**config.mk**
```make
export PLATFORM = sky130hd
export DESIGN_NAME = sac_ctrl
export DESIGN_NICKNAME = d
export VERILOG_FILES = /design/src/sac_pkg.sv /design/src/sac_ctrl.sv
export VERILOG_INCLUDE_DIRS = /design/src
export SDC_FILE = /design/constraint.sdc
export NUM_CORES = 1
export LEC_CHECK = 0
export ABC_AREA = 1
export BUFFER_PORTS_ARGS = -buffer_cell sky130_fd_sc_hd__buf_2
export CAP_MARGIN = 20
export CORE_UTILIZATION = 51
export DETAILED_ROUTE_END_ITERATION = 8
export PLACE_DENSITY = 0.77
export SLEW_MARGIN = 15
export SYNTH_ARGS = -nofsm -noshare
export SYNTH_HDL_FRONTEND = slang
export SYNTH_SLANG_ARGS = --single-unit
```
**constraint.sdc**
```tcl
create_clock -name mclk -period 3.7 [get_ports mclk]
set_input_delay 0.555 -clock mclk [delete_from_list [all_inputs] [get_ports mclk]]
set_output_delay 0.555 -clock mclk [all_outputs]
set_load 0.005 [all_outputs]
```
**src/sac_defines.svh**
```systemverilog
// Timing counts, field positions and reset values of the converter control
`ifndef SAC_DEFINES_SVH
`define SAC_DEFINES_SVH
`define SAC_RES_BITS        12
`define SAC_ACQ_RESET       8'h08
`define SAC_DIV_RESET       8'h02
`define SAC_ACQ_TEMP        8'h10
`define SAC_DIV_TEMP        8'h20
`define SAC_EXTRA_CLKS      8'h13
`define SAC_RES_LSB         16
`define SAC_RES_MSB         27
`define SAC_GAIN_W          5
`define SAC_CHAN_W          4
`define SAC_TEMP_CHAN       4'hf
`endif

```
**src/sac_pkg.sv**
```systemverilog
// Types shared by the converter control logic
package sac_pkg;
  // Input configuration
  typedef enum logic [1:0] {
    SAC_MODE_SINGLE = 2'b00,
    SAC_MODE_DIFF   = 2'b01,
    SAC_MODE_PSEUDO = 2'b10
  } sac_mode_t;
  // Trigger source select
  typedef enum logic [2:0] {
    SAC_TRIG_SW     = 3'b000,
    SAC_TRIG_PIN    = 3'b001,
    SAC_TRIG_PLA    = 3'b010,
    SAC_TRIG_TMR0   = 3'b011,
    SAC_TRIG_TMR1   = 3'b100
  } sac_trig_t;
  // Sequencer states
  typedef enum logic [1:0] {
    SAC_ST_IDLE  = 2'b00,
    SAC_ST_ACQ   = 2'b01,
    SAC_ST_TRIAL = 2'b10,
    SAC_ST_WRITE = 2'b11
  } sac_state_t;
endpackage

```
**src/sac_ctrl.sv**
```systemverilog
// Successive approximation converter sequencer and result formatter
`timescale 1ns/1ps
`include "sac_defines.svh"
// Operation
// - 12-bit result, one trial per bit, MSB first
// - Three input modes set pairing and coding
// - Software single or continuous conversions
// - Pin, logic array, timer overflow triggers
// - Trigger still high restarts conversion
// - Single-ended and pseudo results straight binary
// - Fully differential results twos complement
// - Sequencing sustains one megasample per second
// - Temperature channel selectable like others
// - Gain pairs get 32-step gain field
// - General channels single-ended or differential
// - Input buffer usable for internal channels
// - Result in bits 27:16, sign above
// - Differential result shifted right one bit
// - Temperature forces 16 acquire, divider 32
// - Reset: acquire 8, divider 2, 19 extra
module sac_ctrl #(
  parameter int RES_W = `SAC_RES_BITS
) (
  input  wire logic                     mclk,
  input  wire logic                     rst,
  // Configuration
  input  wire sac_pkg::sac_mode_t       mode,
  input  wire sac_pkg::sac_trig_t       trig_sel,
  input  wire logic                     continuous,
  input  wire logic                     sw_start,
  input  wire logic [`SAC_CHAN_W-1:0]   channel,
  input  wire logic [`SAC_GAIN_W-1:0]   gain_code,
  input  wire logic                     chan_diff,
  input  wire logic                     buf_bypass_p,
  input  wire logic                     buf_bypass_n,
  input  wire logic                     timing_load,
  input  wire logic [7:0]               acq_clks,
  input  wire logic [7:0]               clk_div,
  // Trigger sources
  input  wire logic                     conversion_start_pin,
  input  wire logic                     programmable_logic_array,
  input  wire logic                     first_timer_overflow,
  input  wire logic                     second_timer_overflow,
  // Analog side
  input  wire logic                     cmp_out,
  output logic [RES_W-1:0]              dac_code,
  output logic                          sample,
  output logic [`SAC_CHAN_W-1:0]        mux_sel,
  output logic [`SAC_GAIN_W-1:0]        gain_amplifier,
  output logic                          pair_diff,
  output logic                          buf_en_p,
  output logic                          buf_en_n,
  // Result stream and status
  output logic [31:0]                   conversion_result_word,
  output logic                          result_valid,
  input  wire logic                     result_ready,
  input  wire logic                     result_read,
  output logic                          conv_done,
  output logic                          busy
);
  // One packed state record
  typedef struct packed {
    sac_pkg::sac_state_t st;
    logic [7:0]  acq;      // user acquisition clocks
    logic [7:0]  div;      // user clock divider
    logic [7:0]  dcnt;     // divider counter
    logic [7:0]  ccnt;     // clock counter within phase
    logic [RES_W-1:0] sar; // trial register
    logic [3:0]  bit_i;    // current trial bit
    logic        temp;     // conversion on temperature channel
    logic        trig_d;   // trigger delayed for edge
    logic        run;      // continuous mode active
    logic        done;     // sticky done flag
    logic [1:0][31:0] buf_w; // two-entry result buffer
    logic        wr_p;
    logic        rd_p;
    logic [1:0]  cnt;
    logic [31:0] word;
  } sac_reg_t;

  sac_reg_t q, d;

  // Selected trigger level
  function automatic logic trig_level(input sac_pkg::sac_trig_t s,
                                      input logic a, input logic b,
                                      input logic c, input logic e);
    unique case (s)
      sac_pkg::SAC_TRIG_PIN:  trig_level = a;
      sac_pkg::SAC_TRIG_PLA:  trig_level = b;
      sac_pkg::SAC_TRIG_TMR0: trig_level = c;
      sac_pkg::SAC_TRIG_TMR1: trig_level = e;
      default:                trig_level = 1'b0;
    endcase
  endfunction

  logic trig;
  logic start;
  logic [7:0] acq_eff;
  logic [7:0] div_eff;
  logic tick;
  logic full;
  logic push;
  logic pop;
  logic [RES_W-1:0] res;
  logic [31:0] fmt;

  // Trigger and effective timing
  always_comb begin
    trig = trig_level(trig_sel, conversion_start_pin,
                      programmable_logic_array,
                      first_timer_overflow, second_timer_overflow);
    start = (trig_sel == sac_pkg::SAC_TRIG_SW) ?
            (sw_start | q.run) : (trig & ~q.trig_d);
    acq_eff = q.temp ? `SAC_ACQ_TEMP : q.acq;
    div_eff = q.temp ? `SAC_DIV_TEMP : q.div;
    tick = (q.dcnt >= div_eff - 8'h01);
    full = (q.cnt == 2'h2);
    pop = result_valid & result_ready;
    res = q.sar;
    // Coding per mode
    if (mode == sac_pkg::SAC_MODE_DIFF) begin
      res = q.sar ^ {1'b1, {(RES_W-1){1'b0}}};
      fmt = {{5{res[RES_W-1]}}, res, 15'h0000};
    end else begin
      fmt = {4'h0, res, 16'h0000};
    end
  end

  // Next state
  always_comb begin
    d = q;
    push = 1'b0; // Raised only by the write step
    d.trig_d = trig;
    d.dcnt = tick ? 8'h00 : q.dcnt + 8'h01;
    if (timing_load && q.st == sac_pkg::SAC_ST_IDLE) begin
      d.acq = acq_clks;
      d.div = (clk_div == 8'h00) ? 8'h01 : clk_div;
    end
    if (sw_start && trig_sel == sac_pkg::SAC_TRIG_SW)
      d.run = continuous;
    if (!continuous)
      d.run = 1'b0;
    unique case (q.st)
      sac_pkg::SAC_ST_IDLE: begin
        if (start && !full) begin
          d.st = sac_pkg::SAC_ST_ACQ;
          d.temp = (channel == `SAC_TEMP_CHAN);
          d.ccnt = 8'h00;
          d.dcnt = 8'h00;
        end
      end
      sac_pkg::SAC_ST_ACQ: begin
        if (tick) begin
          d.ccnt = q.ccnt + 8'h01;
          if (q.ccnt == acq_eff - 8'h01) begin
            d.st = sac_pkg::SAC_ST_TRIAL;
            d.bit_i = 4'(RES_W - 1);
            d.sar = {1'b1, {(RES_W-1){1'b0}}};
            d.ccnt = 8'h00;
          end
        end
      end
      sac_pkg::SAC_ST_TRIAL: begin
        if (tick) begin
          d.ccnt = q.ccnt + 8'h01;
          if (q.ccnt < 8'(RES_W)) begin
            d.sar[q.bit_i] = cmp_out;
            if (q.bit_i != 4'h0) begin
              d.sar[q.bit_i - 4'h1] = 1'b1;
              d.bit_i = q.bit_i - 4'h1;
            end
          end
          if (q.ccnt == `SAC_EXTRA_CLKS - 8'h02)
            d.st = sac_pkg::SAC_ST_WRITE;
        end
      end
      sac_pkg::SAC_ST_WRITE: begin
        if (tick && !full) begin
          push = 1'b1;
          d.done = 1'b1;
          d.temp = 1'b0;
          // Held trigger restarts at once
          if ((trig_sel != sac_pkg::SAC_TRIG_SW && trig) || q.run) begin
            d.st = sac_pkg::SAC_ST_ACQ;
            d.temp = (channel == `SAC_TEMP_CHAN);
            d.ccnt = 8'h00;
          end else begin
            d.st = sac_pkg::SAC_ST_IDLE;
          end
        end
      end
    endcase
    // Read clears, a new result wins
    if (result_read && !push)
      d.done = 1'b0;
    if (push) begin
      d.buf_w[q.wr_p] = fmt;
      d.wr_p = ~q.wr_p;
    end
    if (pop) begin
      d.rd_p = ~q.rd_p;
      d.word = q.buf_w[q.rd_p];
    end
    d.cnt = q.cnt + {1'b0, push} - {1'b0, pop};
  end

  // State register
  always_ff @(posedge mclk) begin
    if (rst) begin
      q <= '0;
      q.acq <= `SAC_ACQ_RESET;
      q.div <= `SAC_DIV_RESET;
    end else begin
      q <= d;
    end
  end

  // Outputs
  always_comb begin
    dac_code = q.sar;
    sample = (q.st == sac_pkg::SAC_ST_ACQ);
    mux_sel = channel;
    gain_amplifier = gain_code;
    pair_diff = chan_diff | (mode == sac_pkg::SAC_MODE_DIFF);
    buf_en_p = ~buf_bypass_p | (channel >= 4'hc);
    buf_en_n = ~buf_bypass_n | (channel >= 4'hc);
    conversion_result_word = q.word;
    result_valid = (q.cnt != 2'h0);
    conv_done = q.done;
    busy = (q.st != sac_pkg::SAC_ST_IDLE);
  end
endmodule // sac_ctrl

```
==> impl_metrics.env <==
export IMPL_status="finished clean"
export IMPL_yosys_top_cells_area="dfxtp_1 (34%), nand2_1 (11%), a21oi_1 (8.3%), nor2_1 (7.9%), buf_4 (6.8%)"
export IMPL_r2r_slack_ns=0.18
export IMPL_wl_met2_um=5960
export IMPL_arrival_ns=3.80
export IMPL_die_width_um=109
export IMPL_end_kind="register"
export IMPL_critPathMostFrequentCell="inv_1"
export IMPL_clockRootBuffer="clkbuf_16"
export IMPL_syn_to_final_growth_pct=8.76
export IMPL_synth_most_common_cell="nand2_1"
export IMPL_clkTransAtPathRegs_ns=0.08
export IMPL_cts_sinks=100
export IMPL_clock_path_buffers=2
export IMPL_drc_errors=0
export IMPL_yosys_warnings=0
export IMPL_drv_cap=0
export IMPL_grt_overflow=0
export IMPL_row_count=38
export IMPL_place_hpwl_um=9570
export IMPL_p_per_area_mw_per_mm2=684
export IMPL_cp_num_buf_inv=6
export IMPL_required_ns=3.98
export IMPL_grt_pass1_wl_um=21900
export IMPL_yosysTopAreaCell="dfxtp_1"
export IMPL_dpl_worst_slack_ns=0.179
export IMPL_design_area_sq_mm=0.00639
export IMPL_portBuffers=79
export IMPL_period_share=0.950
export IMPL_synth_common_cells="nand2_1 (178), nor2_1 (124), dfxtp_1 (100)"
export IMPL_htreeDepth=3
export IMPL_finalSetupTns_ns=0
export IMPL_syn_area_sq_mm=0.00587
export IMPL_postRouteAntennaNets=0
export IMPL_wl_met1_um=6540
export IMPL_wirelength_um=13400
export IMPL_firstDrtPassIters=8
export IMPL_fp_dieArea_sq_mm=0.0119
export IMPL_fmax_mhz=284
export IMPL_timing_slew_headroom=0.382
export IMPL_final_net_count=983
export IMPL_viasPerCell=5.14
export IMPL_avgSynthCellArea_sq_um=6.61
export IMPL_drive_gt1_frac=0.139
export IMPL_netlist_area_leader_share=0.341
export IMPL_place_area_sq_mm=0.00603
export IMPL_finalHoldViolations=0
export IMPL_netlist_instances=889
export IMPL_coreArea_sq_mm=0.0110
export IMPL_async_reset_ff_frac=0
export IMPL_fin_ws_ns=0.184
export IMPL_cts_buffers=9
export IMPL_max_stage_delay_ns=0.34
export IMPL_worst_pin_slew_ns=0.925
export IMPL_instances_no_fill=1064
export IMPL_drtIter0Drc=393
export IMPL_top_layer="met4"
export IMPL_cp_top_family="simple AND/OR/NAND/NOR gates"
export IMPL_vias=5467
export IMPL_cts_tree="built"
export IMPL_antenna_found_initial=0
export IMPL_vdd_drop_max_uv=329
export IMPL_grt_pass1_vias=4703
export IMPL_finalSetupViolations=0
export IMPL_diodes=0
export IMPL_rsz0062_at_grt="true"
export IMPL_start_util=0.532
export IMPL_hold_path_class="in -> reg"
export IMPL_wl_met3_um=780
export IMPL_synth_seq_cells=100
export IMPL_total_leakage_power_nw=3.05
export IMPL_clk_latency_ns=0.35
export IMPL_timing_worst_setup_path_type="reg -> reg"
export IMPL_cp_slowest_cell="dfxtp_2"
export IMPL_p_total_mw=4.37
export IMPL_critical_path_max_fanout=4
export IMPL_dp_cells=1046
export IMPL_crit_chain="o21ai_2 -> inv_1 -> a21oi_1 -> inv_1 -> nor2_1 -> inv_1 -> nor2_2 -> inv_1 -> nor2_1 -> inv_1 -> or2_1 -> xnor2_1 -> ha_1 -> nand2_1 -> nor2_2 -> nand4_1 -> nand3_2 -> nand3_2 -> ha_1 -> inv_1 -> ha_1 -> xor2_1 -> o21ai_0 -> a21oi_1"
export IMPL_place_gp_congestion=0.940
export IMPL_finalMaxSlewViolations=0
export IMPL_ioPinCount=105
export IMPL_ys_seq_area_frac=0.341
export IMPL_skew_ns=0.00745
export IMPL_synth_cell_types=40
export IMPL_die_y_um=109
export IMPL_grt_max_degree=38
export IMPL_crit_path_start_kind="register"
export IMPL_cts_hold_fix_buffers=0
export IMPL_synth_top_flop_cell="dfxtp_1"
export IMPL_track_usage=0.232
export IMPL_wire_per_inst_um=12.6
export IMPL_fin_crit_ns=3.52
export IMPL_synth_edf_count=0
-- worst reg2reg max path: stages (launching register included) --
cell	delay, ns
dfxtp_2	0.34
o21ai_2	0.15
inv_1	0.07
a21oi_1	0.11
inv_1	0.07
nor2_1	0.09
inv_1	0.08
nor2_2	0.12
inv_1	0.07
nor2_1	0.08
inv_1	0.05
or2_1	0.23
xnor2_1	0.14
ha_1	0.29
nand2_1	0.08
nor2_2	0.13
nand4_1	0.16
nand3_2	0.14
nand3_2	0.08
ha_1	0.30
inv_1	0.05
ha_1	0.19
xor2_1	0.21
o21ai_0	0.10
a21oi_1	0.13
-- final timing paths --
| check | to | startpoint | depth (start not counted) |
|---|---|---|---|
| setup / recovery | q[33]$_SDFF_PP0_ | q[136]$_SDFFE_PP0P_ | 24 |
| hold / removal | q[137]$_SDFFE_PP1P_ | clk_div[1] | 3 |
| setup reg to reg | q[33]$_SDFF_PP0_ | q[136]$_SDFFE_PP0P_ | 24 |
| hold reg to reg | q[60]$_SDFFE_PP0P_ | q[60]$_SDFFE_PP0P_ | 2 |
-- cells by family after synthesis --
family                     after synthesis  synth area share
xor gates and xnor gates                15            0.0247
DFF                                    100             0.341
and+or+nand+nor                        377             0.266
AOI/OAI and AO/OA                      194             0.173
adders and majority gates               19            0.0405
buffers and inverters                  183             0.154
other                                    1          0.000639
-- sequential cells by signal (all words and copies together) (netlist names) --
name and cells:
q 73, conv_done 1, conversion_result_word 14, dac_code 12
-- report_power, final --
| part | internal, mW | leakage [nW] | switching, mW | total (mW) |
|---|---|---|---|---|
| clock | 0.489 | 0.153 | 0.478 | 0.967 |
| combinational | 0.677 | 2.09 | 1.21 | 1.89 |
| sequential | 1.31 | 0.814 | 0.201 | 1.51 |
| total | 2.48 | 3.05 | 1.89 | 4.37 |
-- layout by cell type (no fill, tap or decap), types with 13 or more instances in the layout --
| cell type | synthesis | final |
|---|---|---|
| nand2_1 | 178 | 178 |
| dfxtp_1 | 100 | 98 |
| conb_1 | 1 | 15 |
| o21ai_0 | 78 | 78 |
| nand4_1 | 13 | 13 |
| nand3_1 | 40 | 38 |
| a21oi_1 | 97 | 97 |
| ha_1 | 19 | 19 |
| nor2_1 | 124 | 122 |
| buf_2 | 4 | 79 |
| inv_1 | 93 | 93 |
| buf_4 | 53 | 13 |
-- final cells by class --
class	instances	area, sq um
sequential	100	2000
clock buffer	9	225
fill	1064	4640
tap	140	175
inverter	96	360
clock inverter	7	88.8
timing repair buffer	92	493
multi-input combinational	620	3040
-- stage by stage --
stage               hold WS (ns)   util
floorplan                  0.430      -
global placement           0.439  0.547
detailed placement         0.445  0.547
CTS                        0.414  0.575
global route               0.444  0.579
finish                     0.427  0.579
-- routing by layer --
metal / global-route usage / up-vias
met5: 0 / -
met1: 0.323 / 2446
met3: 0.0445 / 13
li1: - / 2857
met4: 0.0581 / 0
met2: 0.370 / 151
-- timing repair --
action / 4_1_cts / 5_1_grt
endpoints found under the setup margin: 0 / 33
resized for setup: 0 / 7
buffers inserted: 0 / 2
No activity file was read; power rests on OpenSTA's default activity.
